## src/ppc_pkg.sv

```systemverilog
// Package for the power path control block: register map, fields, reset values, timing
package ppc_pkg;

  localparam int CLK_MHZ = 125;
  // Interrupt pulse width in microseconds and its cycle count
  localparam int IRQ_PULSE_US = 256;
  localparam int IRQ_PULSE_CYC = IRQ_PULSE_US * CLK_MHZ;
  // Sweep step dwell time in microseconds
  localparam int STEP_DWELL_US = 100;
  localparam int STEP_DWELL_CYC = STEP_DWELL_US * CLK_MHZ;
  // Open-circuit measurement time in microseconds
  localparam int VOC_MEAS_US = 50;
  localparam int VOC_MEAS_CYC = VOC_MEAS_US * CLK_MHZ;
  // Sweep repeat intervals in milliseconds, indexed by the two-bit field
  localparam int SWEEP_MS_0 = 1;
  localparam int SWEEP_MS_1 = 10;
  localparam int SWEEP_MS_2 = 100;
  localparam int SWEEP_MS_3 = 1000;
  localparam longint SWEEP_CYC_0 = longint'(SWEEP_MS_0) * CLK_MHZ * 1000;
  localparam longint SWEEP_CYC_1 = longint'(SWEEP_MS_1) * CLK_MHZ * 1000;
  localparam longint SWEEP_CYC_2 = longint'(SWEEP_MS_2) * CLK_MHZ * 1000;
  localparam longint SWEEP_CYC_3 = longint'(SWEEP_MS_3) * CLK_MHZ * 1000;

  // Input current code: 1 A + code * 125 mA, 2 mOhm sense; 0..392
  localparam logic [8:0] ICL_MAX_CODE = 9'h188;
  localparam logic [8:0] ICL_RESET = ICL_MAX_CODE;
  // Input voltage floor code in mV-like steps; minimum code after reset
  localparam logic [11:0] VFLOOR_MIN_CODE = 12'h000;
  localparam logic [11:0] VFLOOR_RESET = VFLOOR_MIN_CODE;
  localparam logic [11:0] SWEEP_STEP = 12'h010;

  // Register byte offsets
  localparam logic [7:0] OFS_CTRL = 8'h00;
  localparam logic [7:0] OFS_ICL = 8'h04;
  localparam logic [7:0] OFS_VFLOOR = 8'h08;
  localparam logic [7:0] OFS_REV_V = 8'h0c;
  localparam logic [7:0] OFS_REV_I = 8'h10;
  localparam logic [7:0] OFS_REV_DIS = 8'h14;
  localparam logic [7:0] OFS_STATUS = 8'h18;
  localparam logic [7:0] OFS_FLAG = 8'h1c;
  localparam logic [7:0] OFS_MPP = 8'h20;

  // Control register fields
  localparam int CTL_PIN_EN = 0;
  localparam int CTL_MPPT_EN = 1;
  localparam int CTL_SWEEP_NOW = 2;
  localparam int CTL_SWP_LO = 3;
  localparam int CTL_BATI_DIS = 5;
  localparam int CTL_REV_EN = 6;
  localparam int CTL_CHG_EN = 7;
  localparam int CTL_ICL_MASK = 8;
  localparam logic [8:0] CTRL_RESET = 9'h081;

  // Status and flag fields
  localparam int ST_ICL_REG = 0;
  localparam int ST_VFL_REG = 1;
  localparam int ST_REV_ACT = 2;
  localparam int ST_BATT_ONLY = 3;
  localparam int ST_HIZ = 4;
  localparam int ST_SWEEP = 5;

  typedef struct packed {
    logic ibus_over_pin;   // Current-limit pin above its regulation reference
    logic pin_high;        // Current-limit pin above logic-high threshold
    logic ibus_over_reg;   // Input current above register limit
    logic vin_under_floor; // Input below effective floor
    logic vin_under_uv;    // Input below undervoltage reference
    logic vin_valid;       // Input valid for forward operation
    logic vbat_ok;         // Battery sense above 3 V
    logic drv_ok;          // Gate driver supply in window
    logic therm_ok;        // Thermistor inside reverse thresholds
    logic reverse_discharge_limit_over;   // Discharge current above reverse limit
  } ppc_sense_t;

  typedef struct packed {
    logic input_switch;
    logic battery_switch;
    logic converter_on;
    logic reduce_charge;
    logic reduce_reverse;
    logic reverse_mode;
    logic high_impedance_input_mode;
  } ppc_drive_t;

  typedef enum logic [4:0] {
    SW_IDLE = 5'b00001,
    SW_VOC = 5'b00010,
    SW_STEP = 5'b00100,
    SW_DONE = 5'b01000,
    SW_WAIT = 5'b10000
  } ppc_sweep_t;

endpackage : ppc_pkg

```

## src/ppc_power_path.sv

```systemverilog
// Power path control: input limiting, battery-only fallback, sweep and reverse mode
`timescale 1ns/1ps
module ppc_power_path
  import ppc_pkg::*;
(
  input wire logic clk,                 // 125 MHz clock
  input wire logic rstn,                // Async reset, active low
  input wire logic psel,                // APB select
  input wire logic penable,             // APB enable
  input wire logic pwrite,              // APB direction
  input wire logic [7:0] paddr,         // APB byte address
  input wire logic [31:0] pwdata,       // APB write data
  output logic [31:0] prdata,           // APB read data
  output logic pready,                  // APB ready
  output logic pslverr,                 // APB error on unmapped address
  input wire ppc_sense_t sense_pin,     // Comparator results from the analog side
  input wire logic [8:0] pin_limit_code,  // Pin-derived current limit code
  input wire logic [11:0] uv_pin_code,    // Undervoltage pin falling threshold code
  input wire logic [15:0] charge_current, // Charge current from converter, same clock
  input wire logic charge_at_zero,      // Charge current reduced to zero, same clock
  output ppc_drive_t drive,             // Power stage controls
  output logic [8:0] icl_eff,           // Effective input current limit code
  output logic [11:0] vreg_target,      // Input voltage regulation target
  output logic [11:0] rev_v_out,        // Reverse output voltage setting
  output logic [11:0] rev_i_out,        // Reverse output current limit
  output logic bat_i_conv_dis,          // Battery current conversion disable
  output logic irq_n                    // Interrupt pulse, active low
);

  // Three-stage synchroniser on the comparator inputs
  ppc_sense_t s1_q, s2_q, s3_q, sns_q;
  always_ff @(posedge clk or negedge rstn) begin
    if (!rstn) begin
      s1_q <= '0;
      s2_q <= '0;
      s3_q <= '0;
      sns_q <= '0;
    end else begin
      s1_q <= sense_pin;
      s2_q <= s1_q;
      s3_q <= s2_q;
      sns_q <= (s2_q == s3_q) ? s2_q : sns_q;
    end
  end

  // Registers
  logic [8:0] ctrl_q, ctrl_d;
  logic [8:0] icl_q;
  logic [11:0] vfl_q, revv_q, revi_q, revd_q, mpp_q;
  logic [5:0] flag_q, flag_d, stat_prev_q;
  wire [5:0] stat_w;

  wire pin_en = ctrl_q[CTL_PIN_EN];
  wire mppt_en = ctrl_q[CTL_MPPT_EN];
  wire rev_en = ctrl_q[CTL_REV_EN];
  wire chg_en = ctrl_q[CTL_CHG_EN];

  // APB decode; zero-wait answer
  wire wr = psel && penable && pwrite;
  wire rd = psel && penable && !pwrite;
  wire hit_ctrl = paddr == OFS_CTRL;
  wire hit_icl = paddr == OFS_ICL;
  wire hit_vfl = paddr == OFS_VFLOOR;
  wire hit_revv = paddr == OFS_REV_V;
  wire hit_revi = paddr == OFS_REV_I;
  wire hit_revd = paddr == OFS_REV_DIS;
  wire hit_st = paddr == OFS_STATUS;
  wire hit_fl = paddr == OFS_FLAG;
  wire hit_mpp = paddr == OFS_MPP;
  wire mapped = hit_ctrl | hit_icl | hit_vfl | hit_revv | hit_revi | hit_revd
              | hit_st | hit_fl | hit_mpp;

  // Limit written code to the 50 A top
  wire [8:0] icl_wr = (pwdata[8:0] > ICL_MAX_CODE) ? ICL_MAX_CODE : pwdata[8:0];

  // Current-limit pin functions gated by the enable bit; the undervoltage pin floor is not
  wire pin_over = pin_en && sns_q.ibus_over_pin;
  wire pin_hiz = pin_en && sns_q.pin_high;
  wire [8:0] icl_sel = (pin_en && pin_limit_code < icl_q) ? pin_limit_code : icl_q;
  wire [11:0] vfl_eff = (uv_pin_code > vfl_q) ? uv_pin_code : vfl_q;

  // Sweep machine
  ppc_sweep_t sw_q, sw_d;
  logic [31:0] tmr_q, tmr_d;
  logic [11:0] swv_q, swv_d, best_v_q, best_v_d;
  logic [15:0] best_i_q, best_i_d;
  logic mpp_valid_q, mpp_valid_d;

  wire sweep_req = mppt_en && ctrl_q[CTL_SWEEP_NOW];
  wire [1:0] swp_sel = ctrl_q[CTL_SWP_LO +: 2];
  wire [31:0] wait_cyc = (swp_sel == 2'd0) ? 32'(SWEEP_CYC_0)
                       : (swp_sel == 2'd1) ? 32'(SWEEP_CYC_1)
                       : (swp_sel == 2'd2) ? 32'(SWEEP_CYC_2) : 32'(SWEEP_CYC_3);
  wire tmr_done = tmr_q == 32'h0;
  wire sweep_done = sw_q == SW_DONE;
  wire sweep_hiz = sw_q == SW_VOC;

  always_comb begin
    sw_d = sw_q;
    tmr_d = (tmr_q != 32'h0) ? tmr_q - 32'h1 : tmr_q;
    swv_d = swv_q;
    best_v_d = best_v_q;
    best_i_d = best_i_q;
    mpp_valid_d = mpp_valid_q;
    unique case (sw_q)
      SW_IDLE: begin
        if (mppt_en) begin
          sw_d = SW_VOC;
          tmr_d = 32'(VOC_MEAS_CYC);
        end
      end
      SW_VOC: begin
        if (tmr_done) begin
          sw_d = SW_STEP;
          swv_d = 12'hfff;
          best_i_d = 16'h0;
          best_v_d = 12'hfff;
          tmr_d = 32'(STEP_DWELL_CYC);
        end
      end
      SW_STEP: begin
        if (tmr_done) begin
          if (charge_current >= best_i_d) begin
            best_i_d = charge_current;
            best_v_d = swv_q;
          end
          if (swv_q <= vfl_q + SWEEP_STEP) begin
            sw_d = SW_DONE;
          end else begin
            swv_d = swv_q - SWEEP_STEP;
            tmr_d = 32'(STEP_DWELL_CYC);
          end
        end
      end
      SW_DONE: begin
        mpp_valid_d = 1'b1;
        sw_d = SW_WAIT;
        tmr_d = wait_cyc;
      end
      SW_WAIT: begin
        if (tmr_done || sweep_req) begin
          sw_d = SW_VOC;
          tmr_d = 32'(VOC_MEAS_CYC);
        end
      end
      default: sw_d = SW_IDLE;
    endcase
    if (!mppt_en) begin
      sw_d = SW_IDLE;
      mpp_valid_d = 1'b0;
    end
  end

  always_ff @(posedge clk or negedge rstn) begin
    if (!rstn) begin
      sw_q <= SW_IDLE;
      tmr_q <= 32'h0;
      swv_q <= 12'h0;
      best_v_q <= 12'h0;
      best_i_q <= 16'h0;
      mpp_valid_q <= 1'b0;
    end else begin
      sw_q <= sw_d;
      tmr_q <= tmr_d;
      swv_q <= swv_d;
      best_v_q <= best_v_d;
      best_i_q <= best_i_d;
      mpp_valid_q <= mpp_valid_d;
    end
  end

  // Input limiting and battery-only fallback
  wire sweeping = sw_q == SW_STEP;
  wire [11:0] vreg_d = sweeping ? swv_q : (mpp_valid_q ? mpp_q : vfl_eff);
  wire icl_over = pin_over || sns_q.ibus_over_reg;
  wire vfl_under = sns_q.vin_under_floor;
  wire throttle = icl_over || vfl_under;
  wire batt_only = charge_at_zero && sns_q.vin_under_uv;
  wire hiz_d = pin_hiz || sweep_hiz;

  // Reverse mode qualification
  wire rev_allowed = sns_q.vbat_ok && sns_q.drv_ok && !sns_q.vin_valid && rev_en
                   && sns_q.therm_ok;
  // Leaving reverse because the thermistor drifts out also drops the enable
  wire rev_clear = sns_q.vin_valid || (rev_en && !sns_q.therm_ok);

  // Status and sticky flags; flags set on rising edge, set beats read clear
  assign stat_w = {sw_q != SW_IDLE && sw_q != SW_WAIT, hiz_d, batt_only, rev_allowed,
                   vfl_under, pin_over};
  wire [5:0] rise_w = stat_w & ~stat_prev_q;
  wire rd_flag = rd && hit_fl;

  always_comb begin
    flag_d = (rd_flag ? 6'h0 : flag_q) | rise_w;
    ctrl_d = ctrl_q;
    if (wr && hit_ctrl) begin
      ctrl_d = pwdata[8:0];
      if (mppt_en || pwdata[CTL_MPPT_EN]) begin
        ctrl_d[CTL_BATI_DIS] = ctrl_q[CTL_BATI_DIS];
      end
    end
    if (sweep_done) begin
      ctrl_d[CTL_SWEEP_NOW] = 1'b0;
    end
    if (!ctrl_d[CTL_MPPT_EN]) begin
      ctrl_d[CTL_SWEEP_NOW] = 1'b0;
    end
    if (rev_clear) begin
      ctrl_d[CTL_REV_EN] = 1'b0;
    end
  end

  // Interrupt event: unmasked pin current-regulation entry or any other rising status
  wire irq_evt = (rise_w[ST_ICL_REG] && !ctrl_q[CTL_ICL_MASK]) || (|rise_w[5:1]);
  logic [15:0] irq_cnt_q;

  always_ff @(posedge clk or negedge rstn) begin
    if (!rstn) begin
      ctrl_q <= CTRL_RESET;
      icl_q <= ICL_RESET;
      vfl_q <= VFLOOR_RESET;
      revv_q <= 12'h0;
      revi_q <= 12'h0;
      revd_q <= 12'h0;
      mpp_q <= 12'h0;
      flag_q <= 6'h0;
      stat_prev_q <= 6'h0;
      irq_cnt_q <= 16'h0;
    end else begin
      ctrl_q <= ctrl_d;
      if (wr && hit_icl) icl_q <= icl_wr;
      if (wr && hit_vfl) vfl_q <= pwdata[11:0];
      if (wr && hit_revv) revv_q <= pwdata[11:0];
      if (wr && hit_revi) revi_q <= pwdata[11:0];
      if (wr && hit_revd) revd_q <= pwdata[11:0];
      if (sweep_done) mpp_q <= best_v_q;
      flag_q <= flag_d;
      stat_prev_q <= stat_w;
      // A new event restarts the pulse; one pulse per burst of close events
      if (irq_evt) irq_cnt_q <= 16'(IRQ_PULSE_CYC);
      else if (irq_cnt_q != 16'h0) irq_cnt_q <= irq_cnt_q - 16'h1;
    end
  end

  // Read mux
  wire [31:0] rd_mux = hit_ctrl ? {23'h0, ctrl_q}
                     : hit_icl ? {23'h0, icl_q}
                     : hit_vfl ? {20'h0, vfl_q}
                     : hit_revv ? {20'h0, revv_q}
                     : hit_revi ? {20'h0, revi_q}
                     : hit_revd ? {20'h0, revd_q}
                     : hit_st ? {26'h0, stat_w}
                     : hit_fl ? {26'h0, flag_q}
                     : hit_mpp ? {20'h0, mpp_q} : 32'h0;

  // Registered outputs
  wire rev_act = rev_allowed && !rev_clear;
  ppc_drive_t drive_d;
  always_comb begin
    drive_d.reverse_mode = rev_act;
    drive_d.input_switch = !rev_act && sns_q.vin_valid && !hiz_d && !batt_only;
    drive_d.battery_switch = !rev_act;
    drive_d.converter_on = rev_act
                         || (sns_q.vin_valid && chg_en && !hiz_d && !batt_only);
    drive_d.reduce_charge = throttle && !rev_act;
    drive_d.reduce_reverse = rev_act && sns_q.reverse_discharge_limit_over;
    drive_d.high_impedance_input_mode = hiz_d;
  end

  always_ff @(posedge clk or negedge rstn) begin
    if (!rstn) begin
      prdata <= 32'h0;
      pready <= 1'b0;
      pslverr <= 1'b0;
      drive <= '0;
      icl_eff <= ICL_RESET;
      vreg_target <= VFLOOR_RESET;
      rev_v_out <= 12'h0;
      rev_i_out <= 12'h0;
      bat_i_conv_dis <= 1'b0;
      irq_n <= 1'b1;
    end else begin
      pready <= psel && !penable;
      pslverr <= psel && !penable && !mapped;
      prdata <= (psel && !penable && !pwrite) ? rd_mux : 32'h0;
      drive <= drive_d;
      icl_eff <= icl_sel;
      vreg_target <= vreg_d;
      rev_v_out <= revv_q;
      rev_i_out <= revi_q;
      bat_i_conv_dis <= ctrl_q[CTL_BATI_DIS] && !mppt_en;
      irq_n <= !(irq_evt || irq_cnt_q > 16'h1);
    end
  end

endmodule : ppc_power_path

```

## config.mk

```make
export PLATFORM = sky130hd
export DESIGN_NAME = ppc_power_path
export DESIGN_NICKNAME = d
export VERILOG_FILES = /design/src/ppc_pkg.sv /design/src/ppc_power_path.sv
export SDC_FILE = /design/constraint.sdc
export NUM_CORES = 1
export LEC_CHECK = 0
export ABC_AREA = 1
export BUFFER_PORTS_ARGS = -buffer_cell sky130_fd_sc_hd__buf_4
export CORE_MARGIN = 5
export CORE_UTILIZATION = 45
export DETAILED_ROUTE_END_ITERATION = 10
export HOLD_SLACK_MARGIN = 0.15
export PLACE_DENSITY = 0.72
export SYNTH_ARGS = -nofsm -noshare
export SYNTH_HDL_FRONTEND = slang
export SYNTH_SLANG_ARGS = --single-unit
export TNS_END_PERCENT = 50
```

## constraint.sdc

```tcl
create_clock -name clk -period 2.78 [get_ports clk]
set_clock_uncertainty 0.2 [all_clocks]
set_input_delay 0.139 -clock clk [delete_from_list [all_inputs] [get_ports clk]]
set_output_delay 0.139 -clock clk [all_outputs]
set_load 0.02 [all_outputs]
```

# After elaboration in Yosys (flattened, before gate mapping)
# Cells that the tools add are included.
[word_totals] register_bits=292 in_bits=93 output_inout_bits=88
[classes] n_eq_ne=28 magnitude_cmp=6 n_reduce_logical=69 bitwise_logic=12 n_mux=52 addsub=4
[op_table] op="2-to-1 mux 12 bit" count=18
[op_table] op="2-to-1 mux 32 bit" count=6
[op_table] op="one-hot mux 32 bit (5 select lines)" count=1
[op_table] op="2-to-1 mux 27 bit" count=3
[op_table] op="2-to-1 mux 16 bit" count=5
[op_table] op="one-hot mux 12 bit (2 select lines)" count=2
[op_table] op="logical AND 1 bit" count=35
[op_table] op="== test 8 x 5 -> 1 bit, second input constant" count=4
[op_table] op="zero test 32 bit" count=1
[op_table] op="one-hot mux 16 bit (2 select lines)" count=1
[op_table] op="nonzero test 32 bit" count=1
[op_table] op="subtractor 32 x 1 -> 32 bit, second input constant" count=1
[op_table] op="2-to-1 mux 5 bit" count=5
[op_table] op="one-hot mux 5 bit (5 select lines)" count=1
[op_table] op="2-to-1 mux 9 bit" count=2
[op_table] op="== test 8 x 4 -> 1 bit, second input constant" count=2
[op_table] op=">= comparator 16 bit" count=1
[op_table] op="greater-than comparator 16 x 1 -> 1 bit, second input constant" count=1
[op_table] op="nonzero test 16 bit" count=1
[op_table] op="subtractor 16 x 1 -> 16 bit, second input constant" count=1
[op_table] op="adder 12 x 5 -> 12 bit, second input constant" count=1
[op_table] op="greater-than comparator 12 bit" count=1
[op_table] op="less-or-equal comparator 12 bit" count=1
[op_table] op="zero test 1 bit" count=12
[op_table] op="other kinds (35)" count=64

# Logic depth before layout (Yosys ltp)
# Gate-level depths: netlist (run 1).
[logic_depth] depth_word=12 depth_mapped=18 depth_no_buf=18

# Worst setup path after synthesis (run 1)
# Ideal clock, no wire load.
[synth_path] path_type="reg-to-reg" from="reg vfl_q[6]" to="reg tmr_q[18]" n_path_buf=1 synth_period_minus_slack_ps=2791 stages_incl_launch_ff=19 slack_ps=-11 t_arrival_ps=2465 path_cell_list="dfrtp_1 > inv_1 > nor4_1 > nand3_1 > xor2_1 > inv_1 > ha_1 > nand2_1 > nor2_1 > nand2_1 > inv_1 > nand2_1 > nand3_1 > nand2_1 > nand2_1 > nand2_1 > nor2_1 > buf_4 > o21ai_1"
[synth_between] elab_chain_len=5
[synth_lines] item="start, declared" line="ppc_power_path.sv:49" text="logic [11:0] vfl_q, revv_q, revi_q, revd_q, mpp_q;"
[synth_lines] item="start signal, assigned" line="ppc_power_path.sv:232" text="if (wr && hit_vfl) vfl_q <= pwdata[11:0];"
[synth_lines] item="adder 12 x 5 -> 12 bit" line="ppc_power_path.sv:127" text="if (swv_q <= vfl_q + SWEEP_STEP) begin"
[synth_lines] item="less-or-equal comparator 12 bit" line="ppc_power_path.sv:127"
[synth_lines] item="2-to-1 mux 32 bit" line="ppc_power_path.sv:127"
[synth_lines] item="2-to-1 mux 32 bit" line="ppc_power_path.sv:122" text="if (tmr_done) begin"
[synth_lines] item="one-hot mux 32 bit (5 select lines)" line="ppc_power_path.sv:105" text="unique case (sw_q)"
[synth_lines] item="named net tmr_d[18]" line="ppc_power_path.sv:84" text="logic [31:0] tmr_q, tmr_d;"
[synth_lines] item="end signal, assigned" line="ppc_power_path.sv:164" text="tmr_q <= tmr_d;"
[synth_lines] item="end, declared" line="ppc_power_path.sv:84"
# The timed path passes the listed nets, and every way through them passes these cells.
# A chain may end at the register's enable or synchronous reset.

# Worst setup path in the final report (run 1)
[layout_path] from="reg vfl_q[5]" to="reg tmr_q[16]"
# Same word-level chain as after synthesis.

==> summary.txt, run 1 <==
Outcome = finished with violations
Failing checks = setup timing
Initial Utilization = 0.451
Die area = 36100 sq um
VDD IR-drop max = 0.573 mV
Die height = 190 microns
Global-route wire length before repair = 71700 microns
Async SR Flop Fraction = 1.00
Register area = 7070 sq um
Relative slew slack = 0.530
Max_cap viols = 0
Crit path required time = 3020 ps
Drt pass-1 iters = 5
HPWL Detailed = 32700 microns
Total number of yosys warnings = 0
IO Count = 181
R2r startpoint = vfl_q[5]
Via count = 13162
Input/output buffers = 140
Compound-Gate Fraction of Synth Area = 0.0971
Layout cells sized above 1 = 0.175
Most frequent cells in the layout = nand2_1 (403), dfrtp_1 (272), inv_1 (225)
Routed len/inst = 17.5 microns
Initial antenna violation count = 1
Gpl congestion = 0.951
EDFF count, synth = 0
DRT iter0 DRCs = 1027
Final instance area = 18700 sq um
Startpoint Class = flip-flop
H-tree Lvls = 1
Area post-placement = 16300 sq um
Hold Vio Cnt, Final = 0
P_sw = 3.70 mW
Max Buffers Root-to-Sink = 3
Post-synthesis mux area share = 0
Hold Path End = s2_q[5]
Internal = 8.18 mW
Final period util = 1.02
Skew-Pair Late Insertion Delay = 560 ps
WHS Path Cells = 0
Placed Instances = 2401
CP arrival = 3070 ps
Vias in the first global route = 13275
Reg power frac = 0.410
CTS tree = built
R2R cell count = 18
Pin count of the biggest net entering global routing = 73
Multi-input gate area = 6520 sq um
Critical path peak fanout = 5
Die width = 190 microns
Synth Flop Type = dfrtp_1
RSZ-0062 raised after global routing = yes
Worst Tran Pin Value = 704 ps
Register area share after synthesis = 0.485
Fin cells = 2558
Final min period = 2830 ps
Overflow after GRT = 0
Area grow syn2layout = 28.3%
# rows = 66
Worst setup EP type = flip-flop
Post-route ant nets = 0
Place WS = -194 ps
Post-route setup slack = -48.3 ps
Reg clk slew, reported paths = 60 ps
Final Hold Slack = 149 ps
Num CTS Buffers = 30
Clock Power Share = 0.379
Core box area = 32300 sq um
Mapped Avg Cell Area = 8.06 sq um
Pwr/cell area = 635 nW/um^2
Synth Area in Simple Gates = 0.256
#FFs+latches synth = 282
Post-synthesis xor/xnor area fraction = 0.0228
DRC violations left = 0
Reg2reg setup slack = -50 ps
Main combinational cell family by area after synthesis = simple AND/OR/NAND/NOR gates
Fillers = 2772
Adder-cell share of the synthesized area = 0.0515
Highest clock rate = 354 MHz
HP Class = reg -> reg
Most common cell after layout, fill and taps aside = nand2_1
Total track usage = 0.246
Nets@finish = 2245
Reg-to-Reg End = tmr_q[16]
Synth unique cells = 46
Switching share of total power = 0.312
Total Routed Length = 44900 microns
Num Clock Sinks = 282
Top Registers = tmr_q: 32 flops, best_i_q: 16 flops, irq_cnt_q: 16 flops
Vias per cell = 5.15
Fin. max-slew vios = 0
Total leakage power = 9.44 nW
Top reg by flops = tmr_q
Gate Count Post-Synth = 1809
Crit Path Category = reg -> reg
Setup Viol. Count Final = 15
Clock root buffer master = clkbuf_16
Hold path startpoint = s1_q[5]
Antenna fix cells = 0
Logic pwr share = 0.211
Synthesized cell area = 14600 sq um
Largest register FFs = 32
## Yosys cell counts (all sizes together), types with 3 or more instances
library cell | number | share of area
a31oi | 9 | 0.0039
nor3 | 25 | 0.0096
ha | 60 | 0.052
xnor2 | 13 | 0.0078
buf | 41 | 0.020
clkbuf | 22 | 0.0057
nand4 | 24 | 0.011
nand2 | 426 | 0.11
dfrtp | 272 | 0.47
nor4 | 4 | 0.0017
o21bai | 7 | 0.0036
or2 | 4 | 0.0017
a31o | 5 | 0.0030
a21oi | 75 | 0.026
nand3b | 7 | 0.0036
o2111ai | 3 | 0.0018
a211oi | 6 | 0.0031
o22ai | 4 | 0.0017
inv | 236 | 0.061
dfstp | 10 | 0.018
o21ai | 143 | 0.052
nand3 | 136 | 0.048
nor2 | 241 | 0.068
xor2 | 25 | 0.015
## layer usage
layer	GRT usage	vias up	wire length [microns]
met5	0	-	0
met4	0.0965	0	1880
met3	0.0382	82	3220
met2	0.400	488	21000
met1	0.334	6272	18800
li1	-	6320	-
## power groups by stage
stage	registers [mW]	logic [mW]	clock network, mW
5_1_grt	4.91	2.83	4.74
6_report	4.87	2.51	4.51
3_5_place_dp	4.92	2.28	0
3_3_place_gp	4.91	2.24	0
2_1_floorplan	4.82	1.56	0
4_1_cts	4.85	2.42	4.57
## timing repair
action / CTS / global route
endpoints found under the hold margin: 420 / 0
setup endpoints to repair: 39 / 57
gates cloned: 1 / 1
pin swaps: 6 / 14
hold buffers: 93 / 0
setup buffers: 5 / 1
gates resized for setup: 18 / 40
## through the flow
stage	total power [mW]	utilization	TNS, ps
after floorplan	6.38	-	0
after global placement	7.15	0.506	-3990
after detailed placement	7.20	0.506	-5190
after CTS	11.8	0.574	-33.9
after global routing	12.5	0.579	-5730
final	11.9	0.579	-318
## worst max-delay path by stage
stage,from,end,slack (ps),cells after the start
2_1_floorplan,vfl_q[6],tmr_q[18],60,18
3_3_place_gp,vfl_q[5],tmr_q[26],-170,18
3_5_place_dp,vfl_q[5],tmr_q[26],-190,18
4_1_cts,vfl_q[8],tmr_q[25],-20,18
5_1_grt,vfl_q[4],tmr_q[16],-220,19
6_report,vfl_q[5],tmr_q[16],-50,18
## cells by family after synthesis
family                     after synthesis
and+or+nand+nor                        870
xor gates and xnor gates                38
DFF                                    282
other                                    1
AOI/OAI and AO/OA                      257
adders and majority gates               60
buffers and inverters                  301
## cell type report
type                    instances  area share
clock buffers                  35      0.0434
multi-input cells            1245       0.349
clock inverters                21      0.0169
inverters                     238      0.0478
flip-flops and latches        282       0.378
well taps                     442      0.0296
repair buffers                295       0.136
## critical path, stage by stage (launching register included)
cell	delay (ps)
dfrtp_1	360
inv_2	60
buf_4	150
nor3_1	240
xor2_1	170
inv_1	60
ha_1	290
nand2_1	70
nor2_1	130
nand2_2	70
inv_2	60
nand2_2	50
nand3_4	80
nand2_4	70
nand2_4	70
nand2_4	60
nor2_4	240
clkbuf_16	210
o21bai_1	60
No activity file was read; power rests on OpenSTA's default activity.
==> run 2: changes to the inputs <==
- SETUP_SLACK_MARGIN: default -> 0.1
==> run 2 against run 1 <==
Compared with the run above:
- the run still ends with setup timing left
- worst hold slack got worse by 1.1 ps
- non-clock buffer count is 24 higher
- sequential share of layout area is 0.35 points lower
- count of clock-buffer cells in the layout increased by 7
- global-route usage fell by 0.43 points
- routed wire length shrank 0.51%
- critical path type unchanged
- largest cell class unchanged
- total power shrank 4.4%
==> summary.txt, run 2 (synthesis results as in run 1) <==
CP arrival = 3030 ps (-40 ps)
CTS tree = built
Crit Path Category = reg -> reg
Num Clock Sinks = 282 (unchanged)
Hold Vio Cnt, Final = 0 (unchanged)
Post-route ant nets = 0 (unchanged)
Global-route wire length before repair = 70200 microns (-2.1%)
IO Count = 181 (unchanged)
Die height = 190 microns (unchanged)
GRT Max-Usage Layer = met2
RSZ-0062 raised after global routing = yes
# rows = 66 (unchanged)
Highest clock rate = 358 MHz (+1.3%)
Max Buffers Root-to-Sink = 3 (unchanged)
Startpoint Class = flip-flop
Relative slew slack = 0.519 (-0.0103)
Routed len/inst = 17.3 microns (-1.4%)
Pwr/cell area = 601 nW/um^2 (-5.3%)
Antenna fix cells = 0 (unchanged)
Initial Utilization = 0.451 (unchanged)
Core box area = 32300 sq um (unchanged)
Initial antenna violation count = 0 (-1)
Reg clk slew, reported paths = 60 ps (about the same)
HPWL Detailed = 31200 microns (-4.7%)
DRC violations left = 0 (unchanged)
Input/output buffers = 140 (unchanged)
Total leakage power = 9.45 nW (about the same)
HP Class = reg -> reg
Clock root buffer master = clkbuf_16
Die area = 36100 sq um (unchanged)
Most frequent cells in the layout = nand2_1 (403), dfrtp_1 (272), inv_1 (225)
Failing checks = setup timing
Via count = 13345 (+1.4%)
Fin cells = 2581 (+0.90%)
H-tree Lvls = 1 (unchanged)
DRT iter0 DRCs = 963 (-6.2%)
Final min period = 2790 ps (-35.2 ps)
Pin count of the biggest net entering global routing = 87 (+19%)
Gpl congestion = 0.919 (-3.4%)
Total Routed Length = 44600 microns (-0.51%)
Fin. max-slew vios = 0 (unchanged)
Critical path peak fanout = 6 (+1)
Routing usage on met2 = 0.419 (+0.0181)
Grt met3 use = 0.0347 (-0.00349)
Drt pass-1 iters = 6 (+1)
Vias per cell = 5.17 (+0.49%)
Area grow syn2layout = 29.5%
Skew-Pair Late Insertion Delay = 580 ps (+20 ps)
Max_cap viols = 0 (unchanged)
Worst setup EP type = flip-flop
Largest register FFs = 32 (unchanged)
Layout cells sized above 1 = 0.174 (-0.000478)
Outcome = finished with violations
Most common cell after layout, fill and taps aside = nand2_1
Nets@finish = 2270 (+1.1%)
Top Registers = tmr_q: 32 flops, best_i_q: 16 flops, irq_cnt_q: 16 flops
Die width = 190 microns (unchanged)
Met1 Use GR = 0.306 (-0.0277)
Top reg by flops = tmr_q
Final Hold Slack = 148 ps (-1.14 ps)
Crit path required time = 3020 ps (about the same)
Vias in the first global route = 13407 (+0.99%)
Placed Instances = 2393 (-0.33%)
Setup Viol. Count Final = 1 (-14)
Total track usage = 0.242 (-0.00434)
VDD IR-drop max = 0.476 mV (-17%)
Overflow after GRT = 0 (unchanged)
Worst Tran Pin Value = 718 ps (+14.0 ps)
Num CTS Buffers = 31 (+3.3%)
Final period util = 1.00 (-0.0127)
Post-route setup slack = -13.1 ps (+35.2 ps)
[run 2: changes by cell type in the layout (fill, tap and decap cells not counted), sizes merged]
| cell | before | now |
|---|---|---|
| bufinv | 7 | 1 |
| clkbuf | 36 | 42 |
| clkinv | 8 | 10 |
| clkinvlp | 6 | 2 |
| dlygate4sd3 | 91 | 117 |
| dlymetal6s4s | 2 | 1 |
[run 2: worst paths after layout]
| kind | startpoint | end | slack, ps | cells after the start |
|---|---|---|---|---|
| max in group asynchronous | rstn | irq_n | 1370 | 4 |
| max reg2reg | vfl_q[5] | tmr_q[25] | -10 | 18 |
| max | vfl_q[5] | tmr_q[25] | -10 | 18 |
| min in group asynchronous | rstn | rev_v_out[8] | 510 | 4 |
| min | s1_q[5] | s2_q[5] | 150 | 0 |
| min reg2reg | s1_q[5] | s2_q[5] | 150 | 0 |
[run 2: timing repair]
| item | in CTS | in global routing |
|---|---|---|
| hold buffers | 120 | 1 |
| endpoints found under the setup margin | 38 | 74 |
| gates resized for setup | 17 | 64 |
| setup buffers | 1 | 9 |
| hold endpoints to repair | 422 | 2 |
| pin swaps | 8 | 24 |
| gates cloned | 1 | 3 |
[run 2: critical path, cell delays in order (launching register included)]
cell	delay [ps]
dfrtp_1	370
buf_4	130
ha_1	200
nand2_2	120
nor3_4	40
xor2_1	140
ha_1	330
nand2_4	70
nor2_4	110
nand2_2	70
inv_2	50
nand2_2	60
nand3_4	90
nand2_4	80
nand2_4	70
nand2_4	70
nor2_4	190
buf_6	190
o21ai_2	70
[run 2: final cells by class]
cell class | count | area, sq um
repair buffers | 319 | 2780
inverters | 238 | 893
clock inverters | 13 | 114
clock buffers | 42 | 877
fillers | 2840 | 13400
flip-flops and latches | 282 | 7070
multi-input cells | 1245 | 6600
well taps | 442 | 553
[run 2: per-stage QoR]
step	utilization	instance area [sq um]	setup slack (ps)	total power, mW	setup TNS, ps
finish	0.585	18900	-13.1	11.4	-13.1
global route	0.585	18900	-189	12.0	-4620
CTS	0.575	18600	2.59	11.3	0
detailed placement	0.504	16300	-141	7.14	-2590
global placement	0.504	16300	-110	7.10	-2030
floorplan	-	14700	107	6.39	0
[run 2: report_power, final]
| group | internal (mW) | switching [mW] |
|---|---|---|
| sequential | 4.47 | 0.380 |
| combinational | 0.960 | 1.55 |
| clock | 2.30 | 1.70 |
[run 2: metal layers]
layer | part of all wire | up-vias
met3 | 0.060 | 118
met4 | 0.045 | 0
met5 | 0 | -
li1 | - | 6368
met1 | 0.41 | 6333
met2 | 0.49 | 526
==> run 3: changes to the inputs <==
- CTS_BUF_LIST: default -> sky130_fd_sc_hd__clkbuf_8
==> run 3 against run 2 <==
Compared with the run above:
- the flow still finishes with violations (setup timing)
- critical path depth up 1
- global-route usage about the same
- flip-flop and latch count unchanged
- largest power group unchanged
==> summary.txt, run 3 (synthesis results as in run 1) <==
Input/output buffers = 140 (unchanged)
Via count = 13505 (+1.2%)
Hold Vio Cnt, Final = 0 (unchanged)
Critical Path End = tmr_q[25]
Area grow syn2layout = 31.5%
Post-route ant nets = 0 (unchanged)
Total track usage = 0.242 (+0.000442)
Layout cells sized above 1 = 0.194 (+0.0196)
RSZ-0062 raised after global routing = yes
Gpl congestion = 0.919 (unchanged)
DRC violations left = 0 (unchanged)
Crit path cell chain = buf_4 -> ha_2 -> nand2_4 -> nor2_2 -> xor2_1 -> inv_1 -> ha_4 -> nand2_2 -> nor2_4 -> nand2_2 -> inv_2 -> nand2_2 -> nand3_4 -> nand2_4 -> nand2_4 -> nand2_4 -> nor2_4 -> buf_6 -> o21ai_2
Startpoint Class = flip-flop
Failing checks = setup timing
Max_cap viols = 0 (unchanged)
Global-route wire length before repair = 70600 microns (+0.43%)
Worst Tran Pin Value = 680 ps (-38.2 ps)
R2r startpoint = vfl_q[5]
Area post-placement = 16300 sq um (unchanged)
Place WS = -141 ps (unchanged)
CTS tree = built
CP most frequent cell = nand2_4
WHS Path Cells = 0 (unchanged)
H-tree Lvls = 2 (+1)
Crit path from = vfl_q[5]
Setup total negative slack = -263 ps (-250 ps)
VDD IR-drop max = 0.390 mV (-18%)
Antenna fix cells = 0 (unchanged)
# rows = 66 (unchanged)
Pin count of the biggest net entering global routing = 87 (unchanged)
Setup Viol. Count Final = 17 (+16)
Top Registers = tmr_q: 32 flops, best_i_q: 16 flops, irq_cnt_q: 16 flops
R2R cell count = 19 (+1)
Top reg by flops = tmr_q
Die width = 190 microns (unchanged)
Critical path peak fanout = 6 (unchanged)
Num CTS Buffers = 50 (+61%)
Core box area = 32300 sq um (unchanged)
Die height = 190 microns (unchanged)
Crit Path Category = reg -> reg
Relative slew slack = 0.546 (+0.0265)
Initial Utilization = 0.451 (unchanged)
Reg2reg setup slack = -40 ps (-20 ps)
Crit path required time = 3000 ps (-20 ps)
Total leakage power = 9.62 nW (+1.8%)
Worst path slowest cell = dfrtp_1
Max incr delay on CP = 350 ps (-20 ps)
Most frequent cells in the layout = nand2_1 (398), dfrtp_1 (272), inv_1 (241)
Highest clock rate = 355 MHz (-0.80%)
Die area = 36100 sq um (unchanged)
HP Class = reg -> reg
CP arrival = 3040 ps (about the same)
Vias in the first global route = 13618 (+1.6%)
Clock root buffer master = clkbuf_8
HPWL Detailed = 31200 microns (unchanged)
Final min period = 2820 ps (+22.5 ps)
Total Routed Length = 44900 microns (+0.65%)
Final period util = 1.01 (+0.00808)
Most common cell after layout, fill and taps aside = nand2_1
Vias per cell = 5.15 (-0.42%)
Reg-to-Reg End = tmr_q[25]
Drt pass-1 iters = 5 (-1)
Overflow after GRT = 0 (unchanged)
Power consumption = 11.5 mW (+1.3%)
Routed len/inst = 17.1 microns (-0.96%)
Pwr/cell area = 600 nW/um^2 (-0.30%)
DRT iter0 DRCs = 996 (+3.4%)
Fin. max-slew vios = 0 (unchanged)
Final instance area = 19200 sq um (+1.6%)
Nets@finish = 2293 (+1.0%)
IO Count = 181 (unchanged)
Max Buffers Root-to-Sink = 3 (unchanged)
Reg clk slew, reported paths = 70 ps (about the same)
Largest register FFs = 32 (unchanged)
Outcome = finished with violations
Skew-Pair Late Insertion Delay = 580 ps (about the same)
Initial antenna violation count = 0 (unchanged)
Post-route setup slack = -35.6 ps (-22.5 ps)
Worst setup EP type = flip-flop
Num Clock Sinks = 282 (unchanged)
## run 3: timing repair
item                       in CTS  in global routing
hold buffers                  118                  3
setup endpoints to repair      36                 92
pin swaps                      16                 34
resized for setup              35                 82
buffers inserted                3                 10
gates cloned                    3                  2
hold endpoints to repair      422                  3
## run 3: worst min-delay path by stage
stage	slack (ps)	start	endpoint
after CTS	150	s1_q[7]	s2_q[7]
after detailed placement	-180	rstn	rev_v_out[2]
after global placement	-180	rstn	rev_v_out[2]
final	150	s1_q[3]	s2_q[3]
after global routing	160	s1_q[5]	s2_q[5]
after floorplan	-360	rstn	bat_i_conv_dis
## run 3: layer usage
layer,vias to the layer above,global-route usage,wire length (microns)
met5,-,0,0
met4,0,0.114,2360
met3,147,0.0374,2790
met2,534,0.410,21600
met1,6387,0.307,18200
li1,6437,-,-
## run 3: metrics by stage
step | hold WS [ps] | cells | util
2_1_floorplan | -357 | 1828 | -
3_3_place_gp | -182 | 2393 | 0.504
3_5_place_dp | -176 | 2393 | 0.504
4_1_cts | 152 | 2610 | 0.581
5_1_grt | 158 | 2623 | 0.594
6_report | 155 | 2623 | 0.594
## run 3: layout make-up
| class | count | area, sq um |
|---|---|---|
| Timing Repair Buffer | 322 | 2810 |
| Tap cell | 442 | 553 |
| Clock buffer | 62 | 853 |
| Multi-Input combinational cell | 1246 | 6750 |
| Inverter | 238 | 895 |
| Clock inverter | 31 | 235 |
| Fill cell | 2824 | 13100 |
| Sequential cell | 282 | 7070 |
## run 3: critical path, delay by kind of cell (launching register included)
kind / cells / cell delay [ps]
AO/OA/AOI/OAI: 1 / 60
XOR/XNOR: 1 / 150
adder cells (fa/ha/maj): 2 / 470
buffers and inverters: 4 / 430
flip-flops: 1 / 350
AND/OR/NAND/NOR: 11 / 980
## run 3: where the power goes
| group | switching [mW] | internal (mW) | total [mW] |
|---|---|---|---|
| combinational | 1.54 | 0.976 | 2.52 |
| sequential | 0.381 | 4.47 | 4.85 |
| clock | 1.81 | 2.32 | 4.13 |
| total | 3.73 | 7.77 | 11.5 |
